`src/logic/dgi_regs.svh`:
```
// register offsets, field positions, clock period and timing counts
`ifndef DGI_REGS_SVH
`define DGI_REGS_SVH
`define DGI_IDX_HEADSET      8'd13
`define DGI_IDX_MICBIAS      8'd25
`define DGI_IDX_SHORT_CTRL   8'd38
`define DGI_IDX_SHORT_STAT   8'd95
`define DGI_IDX_DMIC_CTRL    8'd107
`define DGI_IDX_GPIO_CFG     8'd120
`define DGI_IDX_IRQ_SRC      8'd121
`define DGI_IDX_IRQ_STAT     8'd122
`define DGI_IDX_IRQ_MASK     8'd123
`define DGI_IDX_DRV_PWR      8'd124
`define DGI_FLD_DMIC_LO      4
`define DGI_CLK_PERIOD_NS    20
`define DGI_PULSE_NS         1000
`define DGI_PULSE_CYC  ((`DGI_PULSE_NS + `DGI_CLK_PERIOD_NS - 1) / `DGI_CLK_PERIOD_NS)
`define DGI_TRAIN_NS         16000
`define DGI_TRAIN_CYC  (`DGI_TRAIN_NS / `DGI_CLK_PERIOD_NS)
`endif

```
`src/logic/dgi_pkg.sv`:
```
// types shared by the microphone and pin logic
package dgi_pkg;
  typedef enum logic [1:0] {
    DGI_OSR_128 = 2'b00,
    DGI_OSR_64  = 2'b01,
    DGI_OSR_32  = 2'b10,
    DGI_OSR_OFF = 2'b11
  } dgi_osr_type;
  typedef enum logic [1:0] {
    DGI_PIN_IN  = 2'b00,
    DGI_PIN_OUT = 2'b01,
    DGI_PIN_CLK = 2'b10,
    DGI_PIN_IRQ = 2'b11
  } dgi_pin_mode_type;
  typedef struct packed {
    logic valid;
    logic left;
    logic right;
  } dgi_mic_type;
  typedef struct packed {
    logic agc_noise;
    logic short_det;
    logic button;
    logic jack;
  } dgi_irq_type;
endpackage : dgi_pkg

```
`src/logic/dgi_top.sv`:
```
// digital microphone capture, general pins and interrupt logic
//
// The AHB-Lite register port and the register addresses were decided locally.
`timescale 1ns/10ps
`default_nettype none
`include "dgi_regs.svh"
// Behaviour
// - mic clock on pin one at 128/64/32 fs
// - capture rising, falling or both edges
// - left data sampled on rising edge
// - right data sampled on falling edge
// - captured bits go to decimation path
// - mic mode blocks analog ADC inputs
// - mic mode set by two 2-bit fields
// - input pin level readable by host
// - output pin drives programmed level
// - pins may output clock or interrupt
// - interrupt sources routed alone or ORed
// - status register names interrupt cause
// - single pulse or train until read
// - short state readable, current limited
// - auto power-down holds until off-on cycle
// - headset type readable in register
module dgi_top
  import dgi_pkg::*;
(
  input  wire logic        hclk,
  input  wire logic        hresetn,
  input  wire logic        clk_en,
  input  wire logic        adc_fs_tick,
  input  wire logic        hsel,
  input  wire logic [31:0] haddr,
  input  wire logic [1:0]  htrans,
  input  wire logic        hwrite,
  input  wire logic [2:0]  hsize,
  input  wire logic [31:0] hwdata,
  input  wire logic        hready,
  output logic      [31:0] hrdata,
  output logic             hreadyout,
  output logic             hresp,
  input  wire logic        gp_pin_one_in,
  output logic             gp_pin_one_out,
  output logic             gp_pin_one_oe,
  input  wire logic        gp_pin_two_in,
  output logic             gp_pin_two_out,
  output logic             gp_pin_two_oe,
  input  wire logic        jack_event,
  input  wire logic        button_event,
  input  wire logic        agc_noise_event,
  input  wire logic [1:0]  short_in,
  input  wire logic [1:0]  headset_type,
  output dgi_mic_type      mic_data,
  output logic             adc_analog_en,
  output logic      [1:0]  driver_on,
  output logic      [1:0]  current_limit,
  output logic             irq
);
  ////////////////////////////////////////////////////////////////////////
  function automatic logic [7:0] word_index(input logic [31:0] a);
    word_index = a[9:2];
  endfunction : word_index

  logic [1:0]  dmic_ctrl;
  logic [1:0]  dmic_edge;
  logic [1:0]  short_ctrl;
  logic [1:0]  drv_pwr;
  logic [1:0]  pin1_mode;
  logic [1:0]  pin2_mode;
  logic        pin1_level;
  logic        pin2_level;
  logic        pulse_train;
  logic [3:0]  irq_route1;
  logic [3:0]  irq_route2;
  logic [3:0]  irq_stat;
  logic [3:0]  irq_mask;
  logic [1:0]  short_flag;
  logic [1:0]  short_trip;
  logic        ap_sel;
  logic        ap_write;
  logic [7:0]  ap_idx;
  logic        dp_read;
  logic [1:0]  p1_sync;
  logic [1:0]  p2_sync;
  logic [1:0]  sh0_sync;
  logic [1:0]  sh1_sync;
  logic        mic_clk;
  logic [5:0]  mic_div;
  logic [5:0]  half_cnt;
  logic        clk_run;
  logic [1:0]  rise_dly;
  logic [1:0]  fall_dly;
  logic        mic_rise;
  logic        mic_fall;
  logic        stat_read;
  logic [3:0]  irq_new;
  logic        pulse_active;
  logic [15:0] pulse_cnt;
  logic [15:0] train_cnt;
  logic        irq_pin1;
  logic        irq_pin2;
  logic [31:0] next_hrdata;
  logic        mic_mode;

  assign hreadyout = 1'b1;
  assign hresp     = 1'b0;
  assign irq       = |(irq_stat & irq_mask);
  assign mic_mode  = (dmic_ctrl != DGI_OSR_OFF);
  assign adc_analog_en = ~mic_mode;
  // the divider also runs when a pin only wants the clock, not the mic
  assign clk_run   = mic_mode || pin1_mode == DGI_PIN_CLK ||
                     pin2_mode == DGI_PIN_CLK;
  assign irq_new   = {agc_noise_event, short_flag != 2'b00 && short_trip != 2'b00,
                      button_event, jack_event};

  ////////////////////////////////////////////////////////////////////////
  // ahb address phase held for the data phase
  always_ff @(posedge hclk or negedge hresetn) begin
    if (!hresetn) begin
      ap_sel   <= 1'b0;
      ap_write <= 1'b0;
      ap_idx   <= 8'h00;
      dp_read  <= 1'b0;
    end else if (clk_en && hready) begin
      ap_sel   <= hsel && htrans[1];
      ap_write <= hsel && htrans[1] && hwrite;
      ap_idx   <= word_index(haddr);
      dp_read  <= hsel && htrans[1] && !hwrite;
    end
  end

  // read data registered in the address phase so it stands in data phase
  always_comb begin
    next_hrdata = 32'h0000_0000;
    unique case (word_index(haddr))
      `DGI_IDX_HEADSET:    next_hrdata[1:0] = headset_type;
      `DGI_IDX_MICBIAS:    next_hrdata[5:4] = dmic_edge;
      `DGI_IDX_SHORT_CTRL: next_hrdata[2:1] = short_ctrl;
      `DGI_IDX_SHORT_STAT: next_hrdata[1:0] = short_flag;
      `DGI_IDX_DMIC_CTRL:  next_hrdata[5:4] = dmic_ctrl;
      `DGI_IDX_GPIO_CFG:   next_hrdata = {15'h0000, pulse_train,
                             irq_route2, irq_route1, p2_sync[1], p1_sync[1],
                             pin2_level, pin1_level, pin2_mode, pin1_mode};
      `DGI_IDX_IRQ_SRC,
      `DGI_IDX_IRQ_STAT:   next_hrdata[3:0] = irq_stat;
      `DGI_IDX_IRQ_MASK:   next_hrdata[3:0] = irq_mask;
      `DGI_IDX_DRV_PWR:    next_hrdata[1:0] = drv_pwr;
      default:             next_hrdata = 32'h0000_0000;
    endcase
  end

  always_ff @(posedge hclk or negedge hresetn) begin
    if (!hresetn) begin
      hrdata <= 32'h0000_0000;
    end else if (clk_en && hready && hsel && htrans[1] && !hwrite) begin
      hrdata <= next_hrdata;
    end
  end

  assign stat_read = clk_en && dp_read && ap_sel &&
                     (ap_idx == `DGI_IDX_IRQ_STAT);

  // control registers
  always_ff @(posedge hclk or negedge hresetn) begin
    if (!hresetn) begin
      dmic_ctrl   <= DGI_OSR_OFF;
      dmic_edge   <= 2'b11;
      short_ctrl  <= 2'b00;
      drv_pwr     <= 2'b00;
      pin1_mode   <= DGI_PIN_IN;
      pin2_mode   <= DGI_PIN_IN;
      pin1_level  <= 1'b0;
      pin2_level  <= 1'b0;
      irq_route1  <= 4'h0;
      irq_route2  <= 4'h0;
      pulse_train <= 1'b0;
      irq_mask    <= 4'h0;
    end else if (clk_en && ap_write) begin
      unique case (ap_idx)
        `DGI_IDX_DMIC_CTRL:  dmic_ctrl  <= hwdata[5:4];
        `DGI_IDX_MICBIAS:    dmic_edge  <= hwdata[5:4];
        `DGI_IDX_SHORT_CTRL: short_ctrl <= hwdata[2:1];
        `DGI_IDX_DRV_PWR:    drv_pwr    <= hwdata[1:0];
        `DGI_IDX_IRQ_MASK:   irq_mask   <= hwdata[3:0];
        `DGI_IDX_GPIO_CFG: begin
          pin1_mode   <= hwdata[1:0];
          pin2_mode   <= hwdata[3:2];
          pin1_level  <= hwdata[4];
          pin2_level  <= hwdata[5];
          irq_route1  <= hwdata[11:8];
          irq_route2  <= hwdata[15:12];
          pulse_train <= hwdata[16];
        end
        default: ;
      endcase
    end
  end

  ////////////////////////////////////////////////////////////////////////
  // pin and short inputs pass two flops before use
  always_ff @(posedge hclk or negedge hresetn) begin
    if (!hresetn) begin
      p1_sync  <= 2'b00;
      p2_sync  <= 2'b00;
      sh0_sync <= 2'b00;
      sh1_sync <= 2'b00;
    end else if (clk_en) begin
      p1_sync  <= {p1_sync[0], gp_pin_one_in};
      p2_sync  <= {p2_sync[0], gp_pin_two_in};
      sh0_sync <= {sh0_sync[0], short_in[0]};
      sh1_sync <= {sh1_sync[0], short_in[1]};
    end
  end

  ////////////////////////////////////////////////////////////////////////
  // short protection: limiter follows the synced short input, flag latches until driver power is off, trips power-down when auto
  assign short_trip    = {sh1_sync[1], sh0_sync[1]};
  assign current_limit = short_trip;
  always_ff @(posedge hclk or negedge hresetn) begin
    if (!hresetn) begin
      short_flag <= 2'b00;
    end else if (clk_en) begin
      for (int i = 0; i < 2; i++) begin
        if (short_trip[i] && drv_pwr[i]) begin
          short_flag[i] <= 1'b1;
        end else if (!drv_pwr[i]) begin
          short_flag[i] <= 1'b0;
        end
      end
    end
  end
  // auto mode keeps the driver off until software cycles it off then on
  assign driver_on = drv_pwr & ~(short_flag & {2{short_ctrl[1]}});

  ////////////////////////////////////////////////////////////////////////
  // mic clock: restart on each fs tick, divide to the oversampling ratio
  always_comb begin
    unique case (dmic_ctrl)
      DGI_OSR_64: mic_div = 6'd2;
      DGI_OSR_32: mic_div = 6'd4;
      default:    mic_div = 6'd1;
    endcase
  end

  // fs period is 256 clocks at 50 MHz/~195k; ratio 128 uses 1-cycle halves
  always_ff @(posedge hclk or negedge hresetn) begin
    if (!hresetn) begin
      half_cnt <= 6'd0;
      mic_clk  <= 1'b0;
    end else if (clk_en) begin
      if (!clk_run || adc_fs_tick) begin
        half_cnt <= 6'd0;
        mic_clk  <= 1'b0;
      end else if (half_cnt + 6'd1 >= mic_div) begin
        half_cnt <= 6'd0;
        mic_clk  <= ~mic_clk;
      end else begin
        half_cnt <= half_cnt + 6'd1;
      end
    end
  end

  assign mic_rise = mic_mode && clk_en && !mic_clk && half_cnt + 6'd1 >= mic_div
                    && !adc_fs_tick;
  assign mic_fall = mic_mode && clk_en && mic_clk && half_cnt + 6'd1 >= mic_div
                    && !adc_fs_tick;

  // capture data at the edges the device drives
  always_ff @(posedge hclk or negedge hresetn) begin
    if (!hresetn) begin
      mic_data <= '0;
      rise_dly <= 2'b00;
      fall_dly <= 2'b00;
    end else if (clk_en) begin
      // strobes trail the edge by the two sync flops, else at 64x the
      // synced bit would already belong to the other channel's slot
      rise_dly <= {rise_dly[0], mic_rise};
      fall_dly <= {fall_dly[0], mic_fall};
      mic_data.valid <= 1'b0;
      if (rise_dly[1] && dmic_edge[0]) begin
        mic_data.left  <= p2_sync[1];
        mic_data.valid <= 1'b1;
      end
      if (fall_dly[1] && dmic_edge[1]) begin
        mic_data.right <= p2_sync[1];
        mic_data.valid <= 1'b1;
      end
    end
  end

  ////////////////////////////////////////////////////////////////////////
  // sticky causes; a new event wins over the read that clears
  always_ff @(posedge hclk or negedge hresetn) begin
    if (!hresetn) begin
      irq_stat <= 4'h0;
    end else if (clk_en) begin
      // only causes the host has seen in the read data are cleared
      irq_stat <= (irq_stat & ~(stat_read ? hrdata[3:0] : 4'h0)) |
                  irq_new;
    end
  end

  // pulse generator: one pulse per event, or repeating until read
  always_ff @(posedge hclk or negedge hresetn) begin
    if (!hresetn) begin
      pulse_active <= 1'b0;
      pulse_cnt    <= 16'h0000;
      train_cnt    <= 16'h0000;
    end else if (clk_en) begin
      if (|irq_new) begin
        pulse_active <= 1'b1;
        pulse_cnt    <= 16'h0000;
        train_cnt    <= 16'h0000;
      end else if (stat_read) begin
        pulse_active <= 1'b0;
      end else if (pulse_active) begin
        pulse_cnt <= (pulse_cnt < 16'(`DGI_PULSE_CYC)) ? pulse_cnt + 16'd1
                                                      : pulse_cnt;
        if (pulse_cnt >= 16'(`DGI_PULSE_CYC) && !pulse_train) begin
          pulse_active <= 1'b0;
        end
        if (train_cnt >= 16'(`DGI_TRAIN_CYC) - 16'd1) begin
          train_cnt <= 16'h0000;
          pulse_cnt <= 16'h0000;
        end else begin
          train_cnt <= train_cnt + 16'd1;
        end
      end
    end
  end

  // each pin picks its own set of sources
  assign irq_pin1 = pulse_active && pulse_cnt < 16'(`DGI_PULSE_CYC) &&
                    |(irq_stat & irq_route1);
  assign irq_pin2 = pulse_active && pulse_cnt < 16'(`DGI_PULSE_CYC) &&
                    |(irq_stat & irq_route2);

  ////////////////////////////////////////////////////////////////////////
  // pin drivers; mic mode takes both pins over
  always_comb begin
    gp_pin_one_oe  = 1'b0;
    gp_pin_one_out = 1'b0;
    gp_pin_two_oe  = 1'b0;
    gp_pin_two_out = 1'b0;
    if (mic_mode) begin
      gp_pin_one_oe  = 1'b1;
      gp_pin_one_out = mic_clk;
    end else begin
      unique case (pin1_mode)
        DGI_PIN_OUT: begin
          gp_pin_one_oe  = 1'b1;
          gp_pin_one_out = pin1_level;
        end
        DGI_PIN_CLK: begin
          gp_pin_one_oe  = 1'b1;
          gp_pin_one_out = mic_clk;
        end
        DGI_PIN_IRQ: begin
          gp_pin_one_oe  = 1'b1;
          gp_pin_one_out = irq_pin1;
        end
        default: ;
      endcase
      unique case (pin2_mode)
        DGI_PIN_OUT: begin
          gp_pin_two_oe  = 1'b1;
          gp_pin_two_out = pin2_level;
        end
        DGI_PIN_CLK: begin
          gp_pin_two_oe  = 1'b1;
          gp_pin_two_out = mic_clk;
        end
        DGI_PIN_IRQ: begin
          gp_pin_two_oe  = 1'b1;
          gp_pin_two_out = irq_pin2;
        end
        default: ;
      endcase
    end
  end
endmodule : dgi_top
`default_nettype wire

```
`config.mk`:
```
export PLATFORM = sky130hd
export DESIGN_NAME = dgi_top
export DESIGN_NICKNAME = d
export VERILOG_FILES = /design/src/logic/dgi_pkg.sv /design/src/logic/dgi_top.sv
export VERILOG_INCLUDE_DIRS = /design/src /design/src/logic
export SDC_FILE = /design/constraint.sdc
export NUM_CORES = 1
export LEC_CHECK = 0
export BUFFER_PORTS_ARGS = -buffer_cell sky130_fd_sc_hd__buf_2
export CORE_UTILIZATION = 49
export DETAILED_ROUTE_END_ITERATION = 8
export PLACE_DENSITY = 0.76
export SLEW_MARGIN = 20
export SYNTH_ARGS = -nofsm -noshare
export SYNTH_HDL_FRONTEND = slang
export SYNTH_SLANG_ARGS = --single-unit
```
`constraint.sdc`:
```
create_clock -name hclk -period 2.45 [get_ports hclk]
set_input_delay 0.1225 -clock hclk [delete_from_list [all_inputs] [get_ports hclk]]
set_output_delay 0.1225 -clock hclk [all_outputs]
set_load 0.005 [all_outputs]
```
======== Word-level counts from Yosys, hierarchy flattened ========
Index checks and enable logic that the tools add are counted.
cells by class
  reduce and logical (&&, ||, !) cells .... 60
  bitwise operators ....................... 11
  equality and inequality tests ........... 29
  multiplexer cells ....................... 39
  magnitude comparators ................... 4
  add/sub/neg operators ................... 3
operators by type and width
  kind                                                                                   number
  16-bit two-way mux                                                                     9
  8-bit by 7-bit == test with 1-bit output, second input constant                        12
  16-bit by 1-bit adder with 16-bit output, second input constant                        2
  1-bit logical AND                                                                      27
  2-bit AND reduction                                                                    11
  1-bit two-way mux                                                                      17
  4-bit bitwise AND                                                                      4
  8-bit by 5-bit == test with 1-bit output, second input constant                        2
  8-bit by 6-bit == test with 1-bit output, second input constant                        2
  16-bit by 10-bit greater-or-equal comparator with 1-bit output, second input constant  1
  16-bit by 6-bit greater-or-equal comparator with 1-bit output, second input constant   1
  16-bit by 6-bit less-than comparator with 1-bit output, second input constant          1
  4-bit OR reduction                                                                     4
  6-bit two-way mux                                                                      2
  11-bit two-way mux                                                                     1
  2-bit == test, second input constant                                                   5
  1-bit case mux with 3 select lines                                                     3
  8-bit by 4-bit == test with 1-bit output, second input constant                        1
  2-bit nonzero test                                                                     4
  1-bit case mux with 7 select lines                                                     1
  6-bit by 1-bit adder with 6-bit output, second input constant                          1
  2-bit by 1-bit == test with 1-bit output, second input constant                        3
  6-bit greater-or-equal comparator                                                      1
  2-bit by 1-bit != test with 1-bit output, second input constant                        3
  19 further kinds                                                                       28
word-level totals
  register bits after elaboration ......... 131
  output and inout port bits .............. 47
  input port bits ......................... 85

======== Logic depth before layout (Yosys ltp) ========
Gate-level depths: netlist of run 1.
  depth in word-level cells ............... 7
  mapped depth ............................ 8
  depth with buffers taken out ............ 8

======== Least setup slack after synthesis of run 1 ========
OpenSTA, ideal clock, no wires.
  path type ............................... reg2reg
  start ................................... reg dmic_ctrl[0]
  end ..................................... reg mic_clk
  cell stages (with the launch flop) ...... 9
  setup slack ............................. 49 ps
  arrival time ............................ 2,278 ps
  path buffers ............................ 0
  path through ............................ dfstp_2 inv_1 ha_1 ha_1 nand2b_1 a21o_1 a2111oi_4 nor2_1 a211o_1
on the way
  cells in the longest elaborated chain, start to end .. 7
ends and longest elaborated chain
  item                                                                                       RTL line        RTL
  from (decl)                                                                                dgi_top.sv:63   logic [1:0] dmic_ctrl;
  from (signal assigned)                                                                     dgi_top.sv:179  `DGI_IDX_DMIC_CTRL: dmic_ctrl <= hwdata[5:4];
  parallel branches: the longest is 7 deep, another holds 6-bit greater-or-equal comparator  -
  to (signal assigned)                                                                       dgi_top.sv:255  mic_clk <= ~mic_clk;
  to (decl)                                                                                  dgi_top.sv:86   logic mic_clk;
Parallel ways; which one is timed is not known.
A chain may end at the register's enable or synchronous reset.

======== Final worst setup path of run 1 ========
  start ................................... reg dmic_ctrl[0]
  end ..................................... reg half_cnt[1]
on the way
  cells in the longest elaborated chain, start to end .. 6
ends and longest elaborated chain
  item                                                                                       RTL line        RTL
  parallel branches: the longest is 5 deep, another holds 6-bit greater-or-equal comparator  -
  6-bit two-way mux *                                                                        dgi_top.sv:250  if (!clk_run || adc_fs_tick) begin
  to (signal assigned)                                                                       dgi_top.sv:257  half_cnt <= half_cnt + 6'd1;
  to (decl)                                                                                  dgi_top.sv:88   logic [5:0] half_cnt;
Mark *: on every way between the ends.

==> reports/metrics.cfg, run 1 <==
[setup_path]
startpoint_type = register
setup.worst_path.class = register to register
critPathRequiredTime_ns = 2.80
end_kind = register
cp_max_fo = 6
critPathArrivalTime_ns = 2.70

[die]
rows = 39
start_util = 0.506
io_pins = 132
die_h_um = 111
dieWidth_um = 111
die_area_um2 = 12300
core_area_um2 = 11500

[finish]
finish.utilization = 0.625
diodes = 0
nFillCells = 889
final_layout_size_suffix_gt1_frac = 0.277
stdcell_area_um2 = 7160
syn_to_final_growth_pct = 23.5
ff_latch_area_um2 = 2910
multi_input_area_um2 = 2650
fin_nets = 758

[route]
ant_nets = 0
vias = 4845
drc = 0
drt-total-wl_um = 14700
dr.first_iter.drc_count = 341
vias_per_cell = 5.92
wl_per_cell_um = 17.9
drt_pre_antenna_iters = 5

[global_routing]
grt_pass1_vias = 4834
grt_max_degree = 56
track_usage = 0.251
grt_pass1_wl_um = 24100
overflow = 0
antenna_found_initial = 0

[timing]
fmax_ghz = 0.425
timing.final.crit_share = 0.960
layout_setup_ws_ns = 0.0981
fin_skew_ns = 0.00728
worst_slew_pin_slew_ns = 0.830
hold_viol_final = 0
maxSlewViolCount = 0
finalSetupViolCount = 0
fin_crit_ns = 2.35
holdWs_ns = 0.0293
slew_headroom = 0.447

[power]
vdd_ir_drop_max_v = 0.000554
power.total_w = 0.00491
power_density_nw_per_um2 = 686
p_leak_nw = 3.29

[place]
pre_cts_ws_ns = 0.0600
io_buffers = 69
hpwl_um = 9890
gp_congestion = 0.900
placed_area_um2 = 6300

[status]
status = complete, no violations

[logic_synthesis]
synth_edf_count = 0
syn_inst = 556
ys.flop_type = dfrtp_1
ys_ff_latch = 116
synthArstFlopShare = 1.00
synth_area_um2 = 5800
yosysSeqAreaShare = 0.501
yosysUniqueCellTypes = 65
syn_avg_cell_area_um2 = 10.4
yosys_warnings = 0

[min_path]
hp-class = input port to register

[clock_network]
numClockSinks = 116
cts_tree = done
ctsHtreeMaxLevel = 4
insertion_delay_ns = 0.42
cts_buffer_depth = 2
clk_pin_slew_ns = 0.05
clock-root-buffer = clkbuf_16
cts_buffers = 17

[run]
max-cap-violations = 0

[layout by cell type (no fill, tap or decap), types with 6 or more instances in the layout]
master,instances
nand2_1,61
a221oi_1,6
nand4_1,12
o21ai_0,27
nor3_1,8
buf_2,68
buf_4,20
nor4_1,10
mux2_2,49
a21oi_1,16
nand3_1,36
dfrtp_1,112
clkbuf_16,17
dlygate4sd3_1,25
nor2_1,33
nor2b_1,12
inv_1,16
conb_1,17
a22oi_1,10
o21a_1,6
ha_1,10
[metal layers]
metal / up-vias / wire length, um / GRT usage
met1: 2382 / 6000 / 0.304
li1: 2209 / - / -
met3: 48 / 795 / 0.0623
met2: 206 / 7270 / 0.413
met5: - / 0 / 0
met4: 0 / 595 / 0.138
[sequential cells by signal (all words and copies together) (netlist names), 3 cells and up]
register,cells
irq_route1,4
ap_idx,8
mic_data,3
train_cnt,16
irq_stat,4
hrdata,17
irq_mask,4
pulse_cnt,16
half_cnt,6
irq_route2,4
[cell usage after synthesis, types with 5 or more instances]
cell / instances / area share
o21a_1: 6 / 0.0078
ha_1: 10 / 0.022
clkbuf_1: 10 / 0.0065
a21oi_1: 16 / 0.014
nor2b_1: 12 / 0.013
nor3_1: 8 / 0.0069
o21ai_0: 27 / 0.023
inv_1: 16 / 0.010
nand3_1: 36 / 0.031
buf_2: 5 / 0.0043
nand4_1: 12 / 0.013
nor2_1: 33 / 0.021
a22oi_1: 10 / 0.013
nor4_1: 10 / 0.011
mux2_2: 49 / 0.095
dfrtp_1: 112 / 0.48
a311oi_1: 5 / 0.0075
buf_4: 20 / 0.026
a31oi_1: 5 / 0.0054
a221oi_1: 6 / 0.0091
and2_1: 5 / 0.0054
nand2b_1: 5 / 0.0054
a22o_1: 5 / 0.0075
nand2_1: 61 / 0.039
[cell families (layout without fill, tap and decap cells)]
logic type / count (synthesis) / after routing / share of synthesized area
buffers and inverters: 57 / 162 / 0.0524
AOI/OAI and AO/OA: 108 / 108 / 0.133
other: 2 / 17 / 0.00129
muxes: 52 / 52 / 0.100
DFF: 116 / 116 / 0.501
xor gates and xnor gates: 1 / 1 / 0.00151
and+or+nand+nor: 210 / 210 / 0.189
adders and majority gates: 10 / 10 / 0.0216
[what timing repair did]
action | in CTS | in global routing
hold buffers | 25 | 0
hold endpoints to repair | 85 | 0
buffers inserted | 0 | 2
resized for setup | 0 | 0
setup endpoints to repair | 0 | 2
[final timing paths]
check / startpoint / endpoint / slack (ns) / depth (start not counted)
setup / recovery: dmic_ctrl[0] / half_cnt[1] / 0.1 / 9
hold / removal: haddr[5] / ap_idx[3] / 0.03 / 2
setup reg to reg: dmic_ctrl[0] / half_cnt[1] / 0.1 / 9
hold reg to reg: hrdata[9] / hrdata[9] / 0.47 / 2
max in group asynchronous: hresetn / dmic_edge[0] / 1.33 / 3
min in group asynchronous: hresetn / pulse_cnt[14] / 0.31 / 2
[layout make-up]
class / count / share of cell area
flip-flops and latches: 116 / 0.406
inverters: 16 / 0.00839
clock inverters: 8 / 0.0138
clock buffers: 24 / 0.0701
multi-input cells: 398 / 0.371
repair buffers: 114 / 0.106
well taps: 143 / 0.0250
[worst max-delay path: stages (launching register included)]
cell	delay, ns
dfstp_2	0.55
inv_1	0.06
ha_1	0.29
ha_1	0.26
nand2b_1	0.14
a21o_1	0.18
a2111oi_4	0.31
buf_4	0.21
buf_4	0.11
a32o_1	0.17
[stage by stage]
step / setup TNS (ns) / cells
after floorplan: 0 / 571
after global placement: 0 / 760
after detailed placement: 0 / 760
after CTS: 0 / 817
after global routing: -0.00828 / 819
final: 0 / 819
[report_power, final]
group | switching (W) | total, W | internal (W)
Combinational | 0.000199 | 0.000368 | 0.000169
Clock | 0.000855 | 0.00248 | 0.00163
Sequential | 0.0000739 | 0.00206 | 0.00199
(Power assumes the default switching activity.)
==> run 2: changes to the inputs <==
--- a/config.mk
+++ b/config.mk
@@ -7,9 +7,10 @@
 export NUM_CORES = 1
 export LEC_CHECK = 0
 export BUFFER_PORTS_ARGS = -buffer_cell sky130_fd_sc_hd__buf_2
-export CORE_UTILIZATION = 49
+export CORE_UTILIZATION = 50
+export CTS_BUF_LIST = sky130_fd_sc_hd__clkbuf_4 sky130_fd_sc_hd__clkbuf_8
 export DETAILED_ROUTE_END_ITERATION = 8
-export PLACE_DENSITY = 0.76
+export PLACE_DENSITY = 0.78
 export SLEW_MARGIN = 20
 export SYNTH_ARGS = -nofsm -noshare
 export SYNTH_HDL_FRONTEND = slang
==> run 2 against run 1 <==
Net effect:
- die area fell by 2.0%
- largest power group is now registers
- critical path depth did not move
- cell area fell by 1.5%
- setup slack got worse by 0.026 ns
- utilization rose by 1.2 points
- maximum frequency fell by 1.1%
- flip-flop and latch count did not move
- critical endpoint is now mic_clk
- sequential share of layout area rose by 0.63 points
- final cell count rose by 0.12%
- largest cell class unchanged
- via count fell by 1.6%
- register-to-register slack got worse by 0.03 ns
==> reports/metrics.cfg, run 2 (synthesis gave the netlist of run 1 again) <==
[timing]
fin_crit_ns = 2.38  ; +0.0258 ns
fin_skew_ns = 0.0123  ; +0.00503 ns
maxSlewViolCount = 0  ; unchanged
worst_slew_pin_slew_ns = 0.698  ; -0.132 ns
timing.final.crit_share = 0.971  ; +0.0105
hold_viol_final = 0  ; unchanged
fmax_ghz = 0.421  ; -1.1%
finalSetupViolCount = 0  ; unchanged
slew_headroom = 0.530  ; +0.0835
setup_tns_ns = 0  ; unchanged

[power]
power_density_nw_per_um2 = 611  ; -11%
power.total_w = 0.00431  ; -12%
vdd_ir_drop_max_v = 0.000422  ; -24%
p_leak_nw = 3.25  ; -1.4%

[status]
status = complete, no violations

[setup_path]
worstRegToRegCells = 9  ; unchanged
path_common_cell = ha_1
cpPeakStageDelay_ns = 0.55  ; about the same
critPathBufInv = 2  ; -1
r2r-start = dmic_ctrl[0]
cp-startpoint = dmic_ctrl[0]
cp_num_cells = 9  ; unchanged
critPathArrivalTime_ns = 2.76  ; +0.06 ns
end_kind = register
setup.worst_path.class = register to register
critPathRequiredTime_ns = 2.83  ; +0.03 ns
slowest_stage = dfstp_2
cp_cell_sequence = inv_1, ha_1, ha_1, nand2b_4, a21o_1, a2111oi_4, buf_4, o2111a_1, a211o_1
cp-endpoint = mic_clk
cp_max_fo = 5  ; -1
crit_family = compound AO/OA/AOI/OAI gates
startpoint_type = register
reg2reg_slack_ns = 0.07  ; -0.03 ns
r2r-end = mic_clk

[place]
hpwl_um = 9880  ; -0.15%
gp_congestion = 0.894  ; -0.70%
placed_area_um2 = 6310  ; +0.26%
io_buffers = 69  ; unchanged

[clock_network]
insertion_delay_ns = 0.44  ; +0.02 ns
clock-root-buffer = clkbuf_8
cts_buffer_depth = 2  ; unchanged
cts_tree = done
clk_pin_slew_ns = 0.07  ; +0.02 ns
ctsHtreeMaxLevel = 4  ; unchanged
cts_buffers = 17  ; unchanged
numClockSinks = 116  ; unchanged

[route]
wl_per_cell_um = 17.0  ; -5.1%
ant_nets = 0  ; unchanged
drc = 0  ; unchanged
drt_pre_antenna_iters = 5  ; unchanged
dr.first_iter.drc_count = 336  ; -1.5%
vias_per_cell = 5.81  ; -1.7%
drt-total-wl_um = 13900  ; -5.0%
vias = 4767  ; -1.6%

[global_routing]
antenna_found_initial = 0  ; unchanged
track_usage = 0.250  ; -0.00112
overflow = 0  ; unchanged
grt_pass1_wl_um = 22600  ; -6.3%
grt_max_degree = 53  ; -5.4%
grt_pass1_vias = 4631  ; -4.2%

[die]
start_util = 0.524  ; +0.0178
die_area_um2 = 12000  ; -2.0%
rows = 38  ; -2.6%
die_h_um = 110  ; -0.98%
dieWidth_um = 110  ; -0.98%
core_area_um2 = 11100  ; -3.4%
io_pins = 132  ; unchanged

[min_path]
hp-class = input port to register

[finish]
fin_nets = 762  ; +0.53%
syn_to_final_growth_pct = 21.6
ff_latch_area_um2 = 2910  ; unchanged
final_cell_mix = dfrtp_1 (112), buf_2 (68), nand2_1 (61)
diodes = 0  ; unchanged
multi_input_area_um2 = 2670  ; +0.57%
largest_reg_flops = 17  ; unchanged
regMostFlops = hrdata
final_layout_size_suffix_gt1_frac = 0.284  ; +0.00720
stdcell_area_um2 = 7050  ; -1.5%
final_common_cell = dfrtp_1
top_regs = hrdata x17, pulse_cnt x16, train_cnt x16
finish.utilization = 0.637  ; +0.0120
nFillCells = 833  ; -6.3%

[run]
max-cap-violations = 0  ; unchanged

## run 2: changes by cell type in the layout (fill, tap and decap cells not counted), moves of 2 or more
cell,previous run,this run
dlygate4sd3_1,25,28
clkbuf_8,5,20
clkbuf_4,0,4
clkbuf_16,17,0
clkbuf_1,2,0
## run 2: worst register-to-register path, stage by stage (launching register included)
cell,delay (ns)
dfstp_2,0.55
inv_1,0.05
ha_1,0.27
ha_1,0.28
nand2b_4,0.14
a21o_1,0.18
a2111oi_4,0.37
buf_4,0.20
o2111a_1,0.17
a211o_1,0.10
## run 2: worst min path at each step
stage | startpoint | endpoint | depth (start not counted)
5_1_grt | adc_fs_tick | fall_dly[0] | 4
6_report | adc_fs_tick | fall_dly[0] | 4
4_1_cts | adc_fs_tick | fall_dly[0] | 4
2_1_floorplan | hresetn | ap_idx[0] | 0
3_3_place_gp | hresetn | half_cnt[4] | 1
3_5_place_dp | hresetn | half_cnt[4] | 1
## run 2: cell type report
class	instances	share of cell area
Clock buffer	24	0.0433
Clock inverter	8	0.0176
Inverter	16	0.00852
Multi-Input combinational cell	398	0.378
Sequential cell	116	0.412
Tap cell	140	0.0248
Timing Repair Buffer	118	0.115
## run 2: metrics by stage
step                      worst slack (ns)  hold slack (ns)  instances
after floorplan                     0.0486           -0.173        571
after global placement              0.0748            0.137        758
after detailed placement            0.0267            0.149        758
after CTS                           0.0523          0.00507        819
after global routing               -0.0140           0.0201        820
final                               0.0722           0.0400        820
## run 2: metal layers
| metal | GRT usage | share of wire | up-vias |
|---|---|---|---|
| li1 | - | - | 2221 |
| met1 | 0.312 | 0.42 | 2338 |
| met2 | 0.398 | 0.48 | 168 |
| met3 | 0.0741 | 0.056 | 40 |
| met4 | 0.121 | 0.037 | 0 |
| met5 | 0 | 0 | - |
## run 2: report_power, final
part	total (W)	switching, W	internal (W)	leakage [nW]
Clock	0.00188	0.000746	0.00113	0.217
Combinational	0.000372	0.000198	0.000173	1.53
Sequential	0.00206	0.0000715	0.00199	1.51
## run 2: timing repair
item,4_1_cts,5_1_grt
resized for setup,0,3
buffers inserted,1,1
hold buffers,28,0
gates cloned,0,0
hold endpoints to repair,76,0
setup endpoints to repair,1,4
pin swaps,1,4
==> run 3: changes to the inputs <==
--- a/config.mk
+++ b/config.mk
@@ -10,6 +10,7 @@
 export CORE_UTILIZATION = 50
 export CTS_BUF_LIST = sky130_fd_sc_hd__clkbuf_4 sky130_fd_sc_hd__clkbuf_8
 export DETAILED_ROUTE_END_ITERATION = 8
+export GPL_TIMING_DRIVEN = 0
 export PLACE_DENSITY = 0.78
 export SLEW_MARGIN = 20
 export SYNTH_ARGS = -nofsm -noshare
==> run 3 against run 2 <==
Net effect:
- sequential share of layout area decreased by 0.40 points
- first-iteration DRC count increased by 13%
- power decreased by 6.2%
==> reports/metrics.cfg, run 3 (synthesis gave the netlist of run 1 again) <==
[setup_path]
setup.worst_path.class = register to register
slowest_stage = dfstp_2
cpPeakStageDelay_ns = 0.55  ; about the same
cp_cell_sequence = inv_2, ha_4, ha_4, nand2b_4, a21o_1, a2111oi_4, buf_4, buf_4, a32o_1
critPathArrivalTime_ns = 2.75  ; about the same
cp_max_fo = 5  ; unchanged
end_kind = register
startpoint_type = register
critPathRequiredTime_ns = 2.84  ; about the same

[global_routing]
globalRouteMet3Util = 0.0563  ; -0.0178
overflow = 0  ; unchanged
grt_pass1_vias = 4727  ; +2.1%
met2_usage = 0.431  ; +0.0328
grt_pass1_wl_um = 23500  ; +3.7%
grt_busiest_layer = met2
antenna_found_initial = 0  ; unchanged
track_usage = 0.261  ; +0.0112
grt_max_degree = 71  ; +34%
grtUsageMet1 = 0.332  ; +0.0197

[finish]
regMostFlops = hrdata
final_layout_size_suffix_gt1_frac = 0.297  ; +0.0131
nFillCells = 862  ; +3.5%
fin_nets = 786  ; +3.1%
largest_reg_flops = 17  ; unchanged
final_common_cell = dfrtp_1
top_regs = hrdata x17, pulse_cnt x16, train_cnt x16
final_cell_mix = dfrtp_1 (112), buf_2 (71), nand2_1 (61)
diodes = 0  ; unchanged
syn_to_final_growth_pct = 22.8

[min_path]
hp-class = input port to register

[clock_network]
clock-root-buffer = clkbuf_8
cts_buffer_depth = 2  ; unchanged
clk_pin_slew_ns = 0.07  ; about the same
insertion_delay_ns = 0.45  ; about the same
cts_buffers = 17  ; unchanged
ctsHtreeMaxLevel = 4  ; unchanged
cts_tree = done
numClockSinks = 116  ; unchanged

[timing]
setup_tns_ns = 0  ; unchanged
fmax_ghz = 0.424  ; +0.81%
holdWs_ns = 0.0340  ; -0.00602 ns
fin_skew_ns = 0.0105  ; -0.00176 ns
rsz0062_at_grt = true
slew_headroom = 0.405  ; -0.125
worst_slew_pin_slew_ns = 0.886  ; +0.188 ns
timing.final.crit_share = 0.963  ; -0.00782
maxSlewViolCount = 0  ; unchanged
hold_viol_final = 0  ; unchanged
finalSetupViolCount = 0  ; unchanged
fin_crit_ns = 2.36  ; -0.0191 ns

[die]
rows = 38  ; unchanged
io_pins = 132  ; unchanged
dieWidth_um = 110  ; unchanged
die_h_um = 110  ; unchanged
die_area_um2 = 12000  ; unchanged
core_area_um2 = 11100  ; unchanged
start_util = 0.524  ; unchanged

[route]
vias_per_cell = 5.83  ; +0.34%
drt-total-wl_um = 14800  ; +6.5%
drc = 0  ; unchanged
vias = 4923  ; +3.3%
wl_per_cell_um = 17.6  ; +3.5%
drt_pre_antenna_iters = 5  ; unchanged
dr.first_iter.drc_count = 379  ; +13%
ant_nets = 0  ; unchanged

[place]
gp_congestion = 0.889  ; -0.50%
hpwl_um = 10200  ; +3.0%
io_buffers = 66  ; -4.3%

[power]
power.total_w = 0.00404  ; -6.2%
p_leak_nw = 3.30  ; +1.6%
vdd_ir_drop_max_v = 0.000446  ; +5.8%
power_density_nw_per_um2 = 567  ; -7.1%

[run]
max-cap-violations = 0  ; unchanged

[status]
status = complete, no violations

run 3: path summary, 6_finish.rpt:
kind,from,slack (ns),cells past startpoint,to
setup / recovery,dmic_ctrl[0],0.09,9,half_cnt[1]
hold / removal,haddr[9],0.03,2,ap_idx[7]
hold reg to reg,hrdata[15],0.46,2,hrdata[15]
max in group asynchronous,hresetn,1.59,3,ap_sel
setup reg to reg,dmic_ctrl[0],0.09,9,half_cnt[1]
min in group asynchronous,hresetn,0.17,2,pulse_cnt[6]
run 3: critical path: cells and delay by family (launching register included):
kind	cells	cell delay [ns]
buf+inv	3	0.37
compound gates	3	0.78
flops	1	0.55
fa+ha+maj	2	0.46
simple gates	1	0.13
run 3: timing repair:
item,CTS,global route
hold endpoints to repair,85,0
hold buffers,28,0
pin swaps,1,4
resized for setup,1,11
setup buffers,2,4
setup endpoints to repair,4,19
run 3: metal layers:
metal / share of wire / vias to the layer above
li1: - / 2273
met1: 0.41 / 2402
met2: 0.50 / 202
met3: 0.059 / 46
met4: 0.028 / 0
met5: 0 / -
run 3: layout make-up:
type                    instances  area [um^2]  area share
flip-flops and latches        116         2910       0.408
inverters                      16         60.1     0.00843
well taps                     140          175      0.0246
clock buffers                  19          249      0.0350
clock inverters                13         92.6      0.0130
plain buffers                  41          245      0.0344
multi-input cells             398         2700       0.379
repair buffers                101          689      0.0968
run 3: metrics by stage:
| step | cell area (um^2) | setup WS, ns | instances | util |
|---|---|---|---|---|
| after CTS | 7030 | 0.0215 | 840 | 0.635 |
| after floorplan | 5860 | 0.0486 | 571 | - |
| final | 7120 | 0.0914 | 844 | 0.643 |
| after global routing | 7120 | -0.0334 | 844 | 0.643 |
| after global placement | 6360 | -0.110 | 777 | 0.574 |
| after detailed placement | 6400 | -0.181 | 778 | 0.577 |
run 3: power breakdown:
group	total [W]	switching, W	internal (W)
sequential	0.00206	0.0000729	0.00199
combinational	0.000407	0.000211	0.000196
clock	0.00157	0.000774	0.000798
total	0.00404	0.00106	0.00298
